===== config.mk =====
export PLATFORM = sky130hd
export DESIGN_NAME = snvr_top
export DESIGN_NICKNAME = d
export VERILOG_FILES = /design/src/shared/snvr_pkg.sv /design/src/shared/snvr_fifo_if.sv /design/src/logic/snvr_fifo.sv /design/src/logic/snvr_top.sv
export VERILOG_INCLUDE_DIRS = /design/src /design/src/shared
export SDC_FILE = /design/constraint.sdc
export NUM_CORES = 1
export LEC_CHECK = 0
export BUFFER_PORTS_ARGS = -buffer_cell sky130_fd_sc_hd__buf_2
export CAP_MARGIN = 15
export CELL_PAD_IN_SITES_DETAIL_PLACEMENT = 1
export CELL_PAD_IN_SITES_GLOBAL_PLACEMENT = 2
export CORE_UTILIZATION = 45
export DETAILED_ROUTE_END_ITERATION = 10
export PLACE_DENSITY_LB_ADDON = 0.1
export SKIP_CTS_REPAIR_TIMING = 1
export SLEW_MARGIN = 20
export SYNTH_ARGS = -nofsm -noshare
export SYNTH_HDL_FRONTEND = slang
export SYNTH_SLANG_ARGS = --single-unit

===== constraint.sdc =====
create_clock -name mclk -period 4.6 [get_ports mclk]
set_input_delay 0 -clock mclk [delete_from_list [all_inputs] [get_ports mclk]]
set_output_delay 0 -clock mclk [all_outputs]
set_load 0.005 [all_outputs]

===== src/shared/snvr_map.svh =====
// Constants of the serial nonvolatile RAM command port.
`ifndef SNVR_MAP_SVH
`define SNVR_MAP_SVH
`define SNVR_OP_CLR      3'h0
`define SNVR_OP_STO      3'h1
`define SNVR_OP_WR       3'h3
`define SNVR_OP_SET      3'h4
`define SNVR_OP_RCL      3'h5
`define SNVR_INSTR_LAST  5'h06
`define SNVR_DATA_LAST   5'h0F
`define SNVR_WORD_MSB    15
`define SNVR_WORDS       16
`define SNVR_FIFO_DEPTH  8
`define SNVR_MCLK_MHZ    100
`define SNVR_STORE_MS    10
`define SNVR_RECALL_NS   1500
`define SNVR_PIN_COUNT   5
`endif


===== src/shared/snvr_pkg.sv =====
// Types shared by the serial nonvolatile RAM command port.
`default_nettype none
package snvr_pkg;
	typedef logic [15:0] snvr_word_t;
	typedef logic [3:0]  snvr_addr_t;
	typedef struct packed {
		snvr_addr_t addr;
		snvr_word_t data;
	} snvr_wreq_t;
	typedef enum logic [2:0] {
		SNVR_IDLE, SNVR_INSTR, SNVR_RSETUP, SNVR_RDATA, SNVR_WDATA, SNVR_DONE
	} snvr_state_t;
endpackage
`default_nettype wire

===== src/shared/snvr_fifo_if.sv =====
// Valid/ready channel between the frame logic and the write FIFO.
`timescale 1ns/1ps
`default_nettype none
interface snvr_fifo_if #(parameter int WIDTH = 20);
	logic             valid;
	logic             ready;
	logic [WIDTH-1:0] data;
	modport src (output valid, output data, input ready);
	modport snk (input valid, input data, output ready);
endinterface
`default_nettype wire


===== src/logic/snvr_fifo.sv =====
// Parameterised valid/ready FIFO holding pending RAM write requests.
`timescale 1ns/1ps
`default_nettype none
module snvr_fifo #(
	parameter int WIDTH = 20,
	parameter int DEPTH = 8
) (
	input  wire logic mclk,
	input  wire logic rst_n,
	snvr_fifo_if.snk  push,
	snvr_fifo_if.src  pop
);
	localparam int PW = $clog2(DEPTH);

	logic [WIDTH-1:0] mem [DEPTH];
	logic [PW-1:0]    wr_ptr_reg;
	logic [PW-1:0]    rd_ptr_reg;
	logic [PW:0]      count_reg;
	wire              do_push;
	wire              do_pop;

	// Full and empty come straight from the occupancy count.
	assign push.ready = (count_reg != (PW+1)'(DEPTH));
	assign pop.valid  = (count_reg != '0);
	assign pop.data   = mem[rd_ptr_reg];
	assign do_push    = push.valid && push.ready;
	assign do_pop     = pop.valid && pop.ready;

	// Storage itself needs no reset; only the pointers and the count do.
	always_ff @(posedge mclk) begin
		if (do_push) begin
			mem[wr_ptr_reg] <= push.data;
		end
	end

	// Pointers wrap at the power-of-two depth.
	always_ff @(posedge mclk or negedge rst_n) begin
		if (!rst_n) begin
			wr_ptr_reg <= '0;
			rd_ptr_reg <= '0;
			count_reg  <= '0;
		end else begin
			wr_ptr_reg <= wr_ptr_reg + PW'(do_push);
			rd_ptr_reg <= rd_ptr_reg + PW'(do_pop);
			count_reg  <= count_reg + (PW+1)'(do_push) - (PW+1)'(do_pop);
		end
	end
endmodule
`default_nettype wire


===== src/logic/snvr_top.sv =====
// Serial instruction port of a 16x16 RAM shadowed by a nonvolatile array.
//
// Functional notes
// Frame is start one, address nibble, opcode.
// Opcode 000 clears, 100 sets write latch.
// 001 stores RAM, 101 recalls nonvolatile array.
// 011 writes addressed word; 11x reads it.
// Serial input sampled on shift clock rising edges.
// Output released except while shifting read data.
// Host holds chip enable through whole transfer.
// Write takes sixteen bits into addressed word.
// First read bit after eighth falling edge.
// Eighth bit of a read is ignored.
// Early chip enable drop aborts, clears shifter.
// Host gives exactly sixteen data clocks.
// Stopped shift clock resumes at same bit.
// Write latch cleared at power-up.
// Writes and stores rejected without write latch.
// Latch holds until disable, store, power-off.
// Reads work regardless of write latch.
// Hardware pins also start store and recall.
// RAM holds sixteen sixteen-bit words.
// Recalled data readable within 1.5 microseconds.
// Store needs recall latch, write latch, request.
// Store inhibits all else, then clears latch.
// Any recall sets the previous-recall latch.
// Recall pin low reloads RAM from array.
// Zeros before the start bit are ignored.
`timescale 1ns/1ps
`default_nettype none
`include "snvr_map.svh"
module snvr_top #(
	parameter int unsigned STORE_CYCLES =
		`SNVR_STORE_MS * 1000 * `SNVR_MCLK_MHZ
) (
	input  wire logic mclk,
	input  wire logic rst_n,
	input  wire logic shift_clock_in,
	input  wire logic serial_in_pin,
	input  wire logic chip_enable,
	input  wire logic store_n_pin,
	input  wire logic recall_n_pin,
	output var  logic serial_out,
	output var  logic serial_out_oe,
	output var  logic store_busy
);
	import snvr_pkg::*;

	localparam int RCL_CYC = `SNVR_RECALL_NS * `SNVR_MCLK_MHZ / 1000;
	localparam int RCL_MAX = (RCL_CYC < 1) ? 1 : RCL_CYC;

	// ------------------------------------------------------------------
	// Pin synchronisers
	// ------------------------------------------------------------------
	logic [`SNVR_PIN_COUNT-1:0] pin_raw;
	logic [`SNVR_PIN_COUNT-1:0] meta_reg;
	logic [`SNVR_PIN_COUNT-1:0] sync_reg;
	logic [`SNVR_PIN_COUNT-1:0] last_reg;

	assign pin_raw = {store_n_pin, recall_n_pin, chip_enable,
		serial_in_pin, shift_clock_in};

	// Every pin is asynchronous, so each passes two flops before use.
	for (genvar i = 0; i < `SNVR_PIN_COUNT; i++) begin : g_sync
		always_ff @(posedge mclk or negedge rst_n) begin
			if (!rst_n) begin
				meta_reg[i] <= 1'b0;
				sync_reg[i] <= 1'b0;
				last_reg[i] <= 1'b0;
			end else begin
				meta_reg[i] <= pin_raw[i];
				sync_reg[i] <= meta_reg[i];
				last_reg[i] <= sync_reg[i];
			end
		end
	end

	// ------------------------------------------------------------------
	// Decode
	// ------------------------------------------------------------------
	snvr_state_t state_reg;
	snvr_state_t state_next;
	logic [4:0]  cnt_reg;
	logic [15:0] shin_reg;
	snvr_addr_t  addr_reg;
	snvr_word_t  shout_reg;
	logic        wel_reg;
	logic        prev_reg;
	logic        storing_reg;
	logic [31:0] store_cnt_reg;
	logic        pend_valid_reg;
	snvr_wreq_t  pend_reg;
	snvr_word_t  ram [`SNVR_WORDS];
	snvr_word_t  nvm [`SNVR_WORDS];

	// Edges are found on the synchronised copies, never the first flop.
	wire        sck_rise = sync_reg[0] && !last_reg[0];
	wire        sck_fall = !sync_reg[0] && last_reg[0];
	wire        din      = sync_reg[1];
	wire        ce       = sync_reg[2];
	wire        hw_rcl   = !sync_reg[3] && last_reg[3];
	wire        hw_sto   = !sync_reg[4] && last_reg[4];
	wire        abort    = !ce || storing_reg;
	wire        bit_rise = sck_rise && !abort;
	wire        instr_end = bit_rise && state_reg == SNVR_INSTR
		&& cnt_reg == `SNVR_INSTR_LAST;
	wire [2:0]  opcode   = {shin_reg[1:0], din};
	wire        is_read  = instr_end && shin_reg[1] && shin_reg[0];
	wire        is_write = instr_end && opcode == `SNVR_OP_WR;
	wire        cmd_clr  = instr_end && opcode == `SNVR_OP_CLR;
	wire        cmd_set  = instr_end && opcode == `SNVR_OP_SET;
	wire        cmd_sto  = instr_end && opcode == `SNVR_OP_STO;
	wire        cmd_rcl  = instr_end && opcode == `SNVR_OP_RCL;
	wire        store_go = (cmd_sto || hw_sto) && wel_reg && prev_reg
		&& !storing_reg;
	wire        store_end = storing_reg
		&& store_cnt_reg == STORE_CYCLES - 1;
	wire        recall_go = (cmd_rcl || hw_rcl) && !storing_reg
		&& !store_go;
	wire        data_end = bit_rise && cnt_reg == `SNVR_DATA_LAST;
	wire        word_done = data_end && state_reg == SNVR_WDATA;
	snvr_wreq_t new_req;
	assign new_req.addr = addr_reg;
	assign new_req.data = {shin_reg[14:0], din};

	// ------------------------------------------------------------------
	// Frame sequencer
	// ------------------------------------------------------------------
	// A stalled shift clock just leaves the state where it is.
	always_comb begin
		state_next = state_reg;
		unique case (state_reg)
			SNVR_IDLE: if (bit_rise && din) state_next = SNVR_INSTR;
			SNVR_INSTR: begin
				if (is_read) state_next = SNVR_RSETUP;
				else if (is_write) state_next = SNVR_WDATA;
				else if (instr_end) state_next = SNVR_DONE;
			end
			SNVR_RSETUP: if (sck_fall) state_next = SNVR_RDATA;
			SNVR_RDATA: if (data_end) state_next = SNVR_DONE;
			SNVR_WDATA: if (data_end) state_next = SNVR_DONE;
			SNVR_DONE: state_next = SNVR_DONE;
		endcase
		if (abort) state_next = SNVR_IDLE;
	end

	// State, bit counter and input shifter; cleared when deselected.
	always_ff @(posedge mclk or negedge rst_n) begin
		if (!rst_n) begin
			state_reg <= SNVR_IDLE;
			cnt_reg   <= '0;
			shin_reg  <= '0;
			addr_reg  <= '0;
		end else begin
			state_reg <= state_next;
			if (abort || instr_end || state_reg == SNVR_IDLE) begin
				cnt_reg <= '0;
			end else if (bit_rise) begin
				cnt_reg <= cnt_reg + 5'h01;
			end
			if (abort || state_reg == SNVR_IDLE) begin
				shin_reg <= '0;
			end else if (bit_rise) begin
				shin_reg <= {shin_reg[14:0], din};
			end
			if (instr_end) addr_reg <= shin_reg[5:2];
		end
	end

	// Read data leaves MSB first; the pin is released after bit 16.
	always_ff @(posedge mclk or negedge rst_n) begin
		if (!rst_n) begin
			shout_reg     <= '0;
			serial_out    <= 1'b0;
			serial_out_oe <= 1'b0;
		end else if (abort || state_next != SNVR_RDATA) begin
			serial_out_oe <= 1'b0;
		end else if (state_reg == SNVR_RSETUP) begin
			shout_reg     <= ram[addr_reg];
			serial_out    <= ram[addr_reg][`SNVR_WORD_MSB];
			serial_out_oe <= 1'b1;
		end else if (bit_rise) begin
			shout_reg  <= {shout_reg[14:0], 1'b0};
			serial_out <= shout_reg[`SNVR_WORD_MSB-1];
		end
	end

	// ------------------------------------------------------------------
	// Latches and store timer
	// ------------------------------------------------------------------
	// A finished store wins over a same-cycle enable command.
	always_ff @(posedge mclk or negedge rst_n) begin
		if (!rst_n) begin
			wel_reg       <= 1'b0;
			prev_reg      <= 1'b0;
			storing_reg   <= 1'b0;
			store_cnt_reg <= '0;
		end else begin
			if (store_end || cmd_clr) wel_reg <= 1'b0;
			else if (cmd_set) wel_reg <= 1'b1;
			if (recall_go) prev_reg <= 1'b1;
			if (store_go) storing_reg <= 1'b1;
			else if (store_end) storing_reg <= 1'b0;
			store_cnt_reg <= storing_reg ? store_cnt_reg + 32'h1 : '0;
		end
	end
	assign store_busy = storing_reg;

	// ------------------------------------------------------------------
	// Write queue and arrays
	// ------------------------------------------------------------------
	snvr_fifo_if #(.WIDTH($bits(snvr_wreq_t))) wq_in ();
	snvr_fifo_if #(.WIDTH($bits(snvr_wreq_t))) wq_out ();
	snvr_wreq_t drain_req;

	// A queue word may be dropped if a new one arrives while full.
	assign wq_in.valid  = pend_valid_reg;
	assign wq_in.data   = pend_reg;
	assign wq_out.ready = !storing_reg && !recall_go;
	assign drain_req    = wq_out.data;

	snvr_fifo #(
		.WIDTH ($bits(snvr_wreq_t)),
		.DEPTH (`SNVR_FIFO_DEPTH)
	) u_wq (
		.mclk  (mclk),
		.rst_n (rst_n),
		.push  (wq_in),
		.pop   (wq_out)
	);

	// Only enabled writes are queued; a new word beats a same-cycle push.
	always_ff @(posedge mclk or negedge rst_n) begin
		if (!rst_n) begin
			pend_valid_reg <= 1'b0;
			pend_reg       <= '0;
		end else if (word_done && wel_reg) begin
			pend_valid_reg <= 1'b1;
			pend_reg       <= new_req;
		end else if (wq_in.ready) begin
			pend_valid_reg <= 1'b0;
		end
	end

	// Recall copies the whole array in one cycle, well inside the limit.
	always_ff @(posedge mclk or negedge rst_n) begin
		if (!rst_n) begin
			for (int w = 0; w < `SNVR_WORDS; w++) begin
				ram[w] <= '0;
				nvm[w] <= '0;
			end
		end else if (recall_go) begin
			for (int w = 0; w < `SNVR_WORDS; w++) begin
				ram[w] <= nvm[w];
			end
		end else if (store_end) begin
			for (int w = 0; w < `SNVR_WORDS; w++) begin
				nvm[w] <= ram[w];
			end
		end else if (wq_out.valid && wq_out.ready) begin
			ram[drain_req.addr] <= drain_req.data;
		end
	end
endmodule
`default_nettype wire


# Yosys cells after proc, flatten, opt, wreduce, memory -nomap -nowiden
# Memories as Yosys holds them, arrays and structs flattened.
# Index checks and enable logic that the tools add are counted.
[totals] out_inout_bits=3 input_bits=7 reg_bits=635 ram_bits=160 memories=1 elab_cells=187
[classes] n_eq_ne=15 order_cmp=3 reduce_logical=60 addsub=6 mux=36 bitwise=4
[memory_table] memory="u_wq.mem" depth=8 width=20 rd=1 rd_clocked_by_memory_dff=0 wr=1 line_no="snvr_fifo.sv:15" source="logic [WIDTH-1:0] mem [DEPTH];"
[ops] cell="2-to-1 mux 256 bit" count=3
[ops] cell="bitwise mux 256 bit" count=1
[ops] cell="binary-select mux 16 bit (select 4 bit)" count=1
[ops] cell="demux 16 bit (select 4 bit)" count=1
[ops] cell="2-to-1 mux 15 bit" count=4
[ops] cell="2-to-1 mux 16 bit" count=3
[ops] cell="adder 32 x 1 -> 32 bit (second input constant)" count=1
[ops] cell="equality test 32 x 20 -> 1 bit (second input constant)" count=1
[ops] cell="2-to-1 mux 32 bit" count=1
[ops] cell="logical AND 1 bit" count=28
[ops] cell="2-to-1 mux 3 bit" count=7
[ops] cell="nonzero test 2 bit" count=8
[ops] cell="one-hot mux 3 bit (5 select lines)" count=1
[ops] cell="equality test 3 bit (second input constant)" count=4
[ops] cell="2-to-1 mux 1 bit" count=12
[ops] cell="greater-or-equal comparator 5 bit (second input constant)" count=2
[ops] cell="2-to-1 mux 5 bit" count=2
[ops] cell="inverter 4 -> 5 bit" count=2
[ops] cell="equality test 3 x 2 -> 1 bit (second input constant)" count=3
[ops] cell="zero test 1 bit" count=9
[ops] cell="logical OR 1 bit" count=8
[ops] cell="adder 3 x 1 -> 3 bit" count=2
[ops] cell="equality test 3 x 1 -> 1 bit (second input constant)" count=2
[ops] cell="zero test 3 bit" count=2
[ops] cell="13 further kinds" count=16

# Longest topological paths before layout
[logic_depth] depth_word=19 mapped_depth=15 depth_no_buf=12

# By module
# Synthesis repeated with hierarchy kept, for this count alone.
[hier_totals] hier_cells=2572 hier_area_um2=34898.5
[modules_own_cells] module="snvr_top" n_inst=1 area_each_um2=28180.8 seq_area_each_um2=15640.0 cells_per_inst=2287
[modules_own_cells] module="snvr_fifo" n_inst=1 area_each_um2=6717.7 seq_area_each_um2=5054.8 cells_per_inst=285

# Worst setup path after synthesis
# No wires, ideal clock.
[synth_path] path_kind="reg2reg" startpoint="reg state_reg[1]" endpoint="reg u_wq.count_reg[2]" path_stages_with_launch=14 t_arrival_ns=3.124 path_slack_ns=1.353 setup_ns=0.123 t_required_ns=4.477 synth_period_minus_slack_ns=3.247 path_buffers=3 cell_sequence="dfrtp_1 > buf_2 > or4b_4 > nor4_2 > a22oi_2 > nor2_1 > buf_2 > clkbuf_1 > nor2_1 > a21oi_1 > ha_1 > inv_1 > fa_1 > xnor2_1"
[synth_between] elab_chain_len=14 elab_cells_between_ends=17 classes_between="1 x add/sub; 1 x eq/ne; 15 x reduce/logical"
[synth_lines] element="start: declaration" line_no="snvr_top.sv:81" source="snvr_state_t state_reg;"
[synth_lines] element="start signal: assignment" line_no="snvr_top.sv:155" source="state_reg <= state_next;"
[synth_lines] element="equality test 3 x 1 -> 1 bit *" line_no="snvr_top.sv:105" source="wire instr_end = bit_rise && state_reg == SNVR_INSTR"
[synth_lines] element="logical AND 1 bit *" line_no="snvr_top.sv:105"
[synth_lines] element="logical AND 1 bit (no line) *"
[synth_lines] element="logical AND 1 bit (no line)"
[synth_lines] element="logical OR 1 bit" line_no="snvr_top.sv:114" source="wire store_go = (cmd_sto || hw_sto) && wel_reg && prev_reg"
[synth_lines] element="logical AND 1 bit (2 in series)" line_no="snvr_top.sv:114"
[synth_lines] element="logical AND 1 bit" line_no="snvr_top.sv:115" source="&& !storing_reg;"
[synth_lines] element="zero test 1 bit" line_no="snvr_top.sv:119" source="&& !store_go;"
[synth_lines] element="logical AND 1 bit *" line_no="snvr_top.sv:119"
[synth_lines] element="zero test 1 bit *" line_no="snvr_top.sv:219" source="assign wq_out.ready = !storing_reg && !recall_go;"
[synth_lines] element="logical AND 1 bit *" line_no="snvr_top.sv:219"
[synth_lines] element="logical AND 1 bit *" line_no="snvr_fifo.sv:27" source="assign do_pop = pop.valid && pop.ready;"
[synth_lines] element="subtractor 4 x 1 -> 4 bit *" line_no="snvr_fifo.sv:45" source="count_reg <= count_reg + (PW+1)'(do_push) - (PW+1)'(do_pop);"
[synth_lines] element="end signal: assignment" line_no="snvr_fifo.sv:45"
[synth_lines] element="end: declaration" line_no="snvr_fifo.sv:18" source="logic [PW:0] count_reg;"
# Mark *: on every way between the ends. The rest lies on a longest branch, timed or not.
# A chain may end at the register's enable or synchronous reset.

# Worst setup path in the final report
[layout_path] startpoint="reg state_reg[1]" endpoint="reg ram[244] in the netlist's numbering"
[layout_between] elab_chain_len=15 elab_cells_between_ends=20 classes_between="2 x eq/ne; 1 x mux; 17 x reduce/logical"
[layout_lines] element="equality test 3 x 1 -> 1 bit *" line_no="snvr_top.sv:105"
[layout_lines] element="logical AND 1 bit *" line_no="snvr_top.sv:105"
[layout_lines] element="logical AND 1 bit (no line) *"
[layout_lines] element="logical AND 1 bit (no line)"
[layout_lines] element="logical OR 1 bit" line_no="snvr_top.sv:114"
[layout_lines] element="logical AND 1 bit (2 in series)" line_no="snvr_top.sv:114"
[layout_lines] element="logical AND 1 bit" line_no="snvr_top.sv:115"
[layout_lines] element="zero test 1 bit" line_no="snvr_top.sv:119"
[layout_lines] element="logical AND 1 bit *" line_no="snvr_top.sv:119"
[layout_lines] element="zero test 1 bit" line_no="snvr_top.sv:219"
[layout_lines] element="logical AND 1 bit" line_no="snvr_top.sv:219"
[layout_lines] element="logical AND 1 bit" line_no="snvr_top.sv:260" source="end else if (wq_out.valid && wq_out.ready) begin"
[layout_lines] element="nonzero test 2 bit (no line)"
[layout_lines] element="AND reduction 2 bit (no line)"
[layout_lines] element="end signal: indexed assignment" line_no="snvr_top.sv:254" source="ram[w] <= nvm[w];"
[layout_lines] element="end signal: indexed assignment" line_no="snvr_top.sv:261" source="ram[drain_req.addr] <= drain_req.data;"
[layout_lines] element="end: declaration" line_no="snvr_top.sv:93" source="snvr_word_t ram [`SNVR_WORDS];"
# Marked as above.

==> key figures <==
Outcome
  – Run status: finished clean

Drt
  – Uppermost layer routed: met5
  – Mean routed wirelength per cell: 28.0 µm
  – Vias post-DR: 21.6k
  – Final wirelength: 97600 µm
  – Vias per cell: 6.20
  – Routed Antenna Nets: 0
  – # DRC: 0
  – Met2 wire length: 45200 µm
  – Met1 wire length: 44600 µm
  – Met3 wire length: 4250 µm
  – Drt pass-1 iters: 5
  – First DRT Iteration DRCs: 1662

Job
  – Max_cap viols: 0

Global routing
  – Gr usage total: 26.1%
  – Vias in the first global route: 23.4k
  – Initial antenna violation count: 3
  – First-pass GRT wire length: 151000 µm
  – GRT overflow: 0
  – Pin count of the biggest net entering global routing: 114

Critical path
  – Critical path class: flip-flop to flip-flop
  – CP Max Fanout: 80
  – Worst setup EP type: flip-flop
  – Arrival time of the worst setup path: 4.76 ns
  – Startpoint Class: flip-flop
  – WP data required: 5.18 ns

Logic synthesis
  – Yosys warnings: 0
  – Mapped Avg Cell Area: 13.9 µm²
  – Top_reg_cell synth: dfrtp_1
  – Async SR Flop Fraction: 79.9%
  – Number of synthesized flops with an enable pin: 160
  – Syn Nets: 2449
  – Mapped cell area: 33900 µm²
  – Post-Synthesis Cells: 2429
  – Netlist cell types: 64
  – Sequential share of the synthesized area: 61.1%
  – Register bit total from synthesis: 795

STA
  – Final hold vios: 0
  – Final critical-path share of the clock period: 91.0%
  – RSZ-0062 raised after global routing: false
  – Setup-failing EPs final: 0
  – Max_slew headroom: 21.1%
  – Final TNS setup: 0 ns
  – Max Slew Vio Count: 0
  – Fin crit period: 4.19 ns
  – Highest clock rate: 0.239 GHz
  – Slew at the pin closest to its max-slew limit: 1.18 ns
  – Skew final: 0.0212 ns

Power and ir drop
  – Reg power frac: 48.5%
  – Total power: 14800 µW
  – Comb power frac: 2.7%
  – PD cells: 387 nW/µm²
  – Cell internal pwr: 11500 µW
  – P_leak: 0.0165 µW
  – Clk pwr share: 48.8%
  – VDD IR max: 0.435 mV
  – Sw Ratio: 22.4%
  – Net Switching: 3320 µW

Place
  – HPWL Detailed: 57200 µm
  – Port Buf Inserts: 9
  – GP Congestion: 0.813
  – Dpl cells: 3319
  – Placed Area: 35200 µm²

Clock tree
  – CTS buffer count: 87
  – Clock Sinks: 795
  – CTS root buf: clkbuf_16
  – Max H-tree Level: 3
  – Worst-Skew Late Latency: 0.65 ns
  – Clk pin slew, worst setup/hold paths: 0.06 ns
  – Clock buffer depth: 3
  – CTS tree: done

Die
  – Initial core utilization: 45.5%
  – Num ports: 10
  – Row cnt: 100
  – Core area: 74400 µm²
  – DIE HEIGHT: 276 µm
  – Total die area: 76400 µm²
  – Chip width: 276 µm

Worst hold path
  – Hold crit path type: input pin to async pin

Final layout
  – Share of layout cells above drive strength 1: 27.0%
  – ANT cells: 0
  – Finished Layout Cells: 3488
  – Cell area after layout: 38300 µm²
  – Regs by FF count: nvm (256), ram (256), u_wq.mem (160)
  – Area grow syn2layout: 13.2%
  – Nets@finish: 2470
==> layer usage <==
metal / vias up / GRT usage [%]
met5: - / 0
met3: 167 / 4.10
met4: 2 / 9.50
li1: 9241 / -
met1: 11771 / 37.3
met2: 451 / 40.3
==> worst max-delay path, stage by stage (launching register included) <==
cell and delay [ns]:
dfrtp_1 0.50, or4b_4 0.57, nor4_2 0.38, a22oi_2 0.18, nor2_4 0.45, buf_4 0.88, buf_4 0.77, a221o_1 0.28
==> cell families after synthesis <==
| family | Yosys count | synth area share (%) |
|---|---|---|
| xor+xnor | 31 | 0.802 |
| compound gates | 432 | 11.3 |
| simple gates | 510 | 6.54 |
| fa+ha+maj | 13 | 0.503 |
| flops | 795 | 61.1 |
| mux | 451 | 17.3 |
| buf+inv | 197 | 2.52 |
==> synth_stat cells, types with 12 or more instances <==
cell type / instances / area, µm²
a21oi_1: 27 / 135
a21oi_2: 16 / 140
a221o_1: 268 / 2680
a22oi_1: 12 / 90.1
buf_1: 14 / 52.6
buf_2: 77 / 385
clkbuf_1: 80 / 300
dfrtp_1: 635 / 15900
edfxtp_1: 160 / 4800
ha_1: 12 / 150
inv_1: 20 / 75.1
mux2_2: 311 / 3500
mux2i_1: 65 / 651
mux4_2: 75 / 1690
nand2_1: 80 / 300
nand2b_1: 14 / 87.6
nand3_1: 21 / 105
nor2_1: 315 / 1180
nor4_1: 20 / 125
o21ai_0: 19 / 95.1
o21ai_1: 22 / 110
xor2_1: 25 / 219
==> cell type report <==
type,instances,area [µm²]
fillers,7088,36100
flip-flops and latches,795,20700
multi-input cells,1437,12400
clock buffers,126,2540
well taps,969,1210
repair buffers,108,926
clock inverters,32,437
inverters,21,78.8
==> placed cells by master (no fill, tap or decap), types with 20 or more instances in the layout <==
cell type and n:
buf_4 80, dfrtp_1 631, mux4_2 75, mux2i_1 65
nand3_1 21, nor2_1 308, edfxtp_1 160, inv_1 20
a21oi_1 27, nor4_1 20, xor2_1 25, mux2_2 311
a221o_1 268, clkbuf_16 87, nand2_1 80, clkbuf_8 22
==> worst paths after layout <==
| check | start | to | slack, ns | depth (start not counted) |
|---|---|---|---|---|
| setup / recovery | state_reg[1] | ram[244] | 0.41 | 7 |
| hold / removal | rst_n | store_cnt_reg[19] | 0.01 | 2 |
| setup reg to reg | state_reg[1] | ram[244] | 0.41 | 7 |
| hold reg to reg | meta_reg[3] | sync_reg[3] | 0.35 | 0 |
| max in group asynchronous | rst_n | shout_reg[10] | 3.29 | 3 |
| min in group mclk | meta_reg[3] | sync_reg[3] | 0.35 | 0 |
==> metrics by stage <==
stage / utilization [%] / hold WS [ns] / setup WS (ns)
final: 51.5 / 0.0107 / 0.413
after global routing: 51.5 / 0.0798 / 0.199
after CTS: 51.3 / -0.580 / 0.435
after detailed placement: 47.3 / 0.110 / 0.465
after global placement: 47.3 / 0.108 / 0.555
after floorplan: - / -0.296 / 1.35
==> power by group through the flow <==
stage / Combinational [µW] / Clock (µW) / Sequential, µW
after CTS: 398 / 7400 / 7190
after global routing: 432 / 7630 / 7180
after floorplan: 140 / 0 / 7310
after detailed placement: 398 / 0 / 7320
final: 395 / 7240 / 7190
after global placement: 391 / 0 / 7320
(Power assumes the default switching activity.)
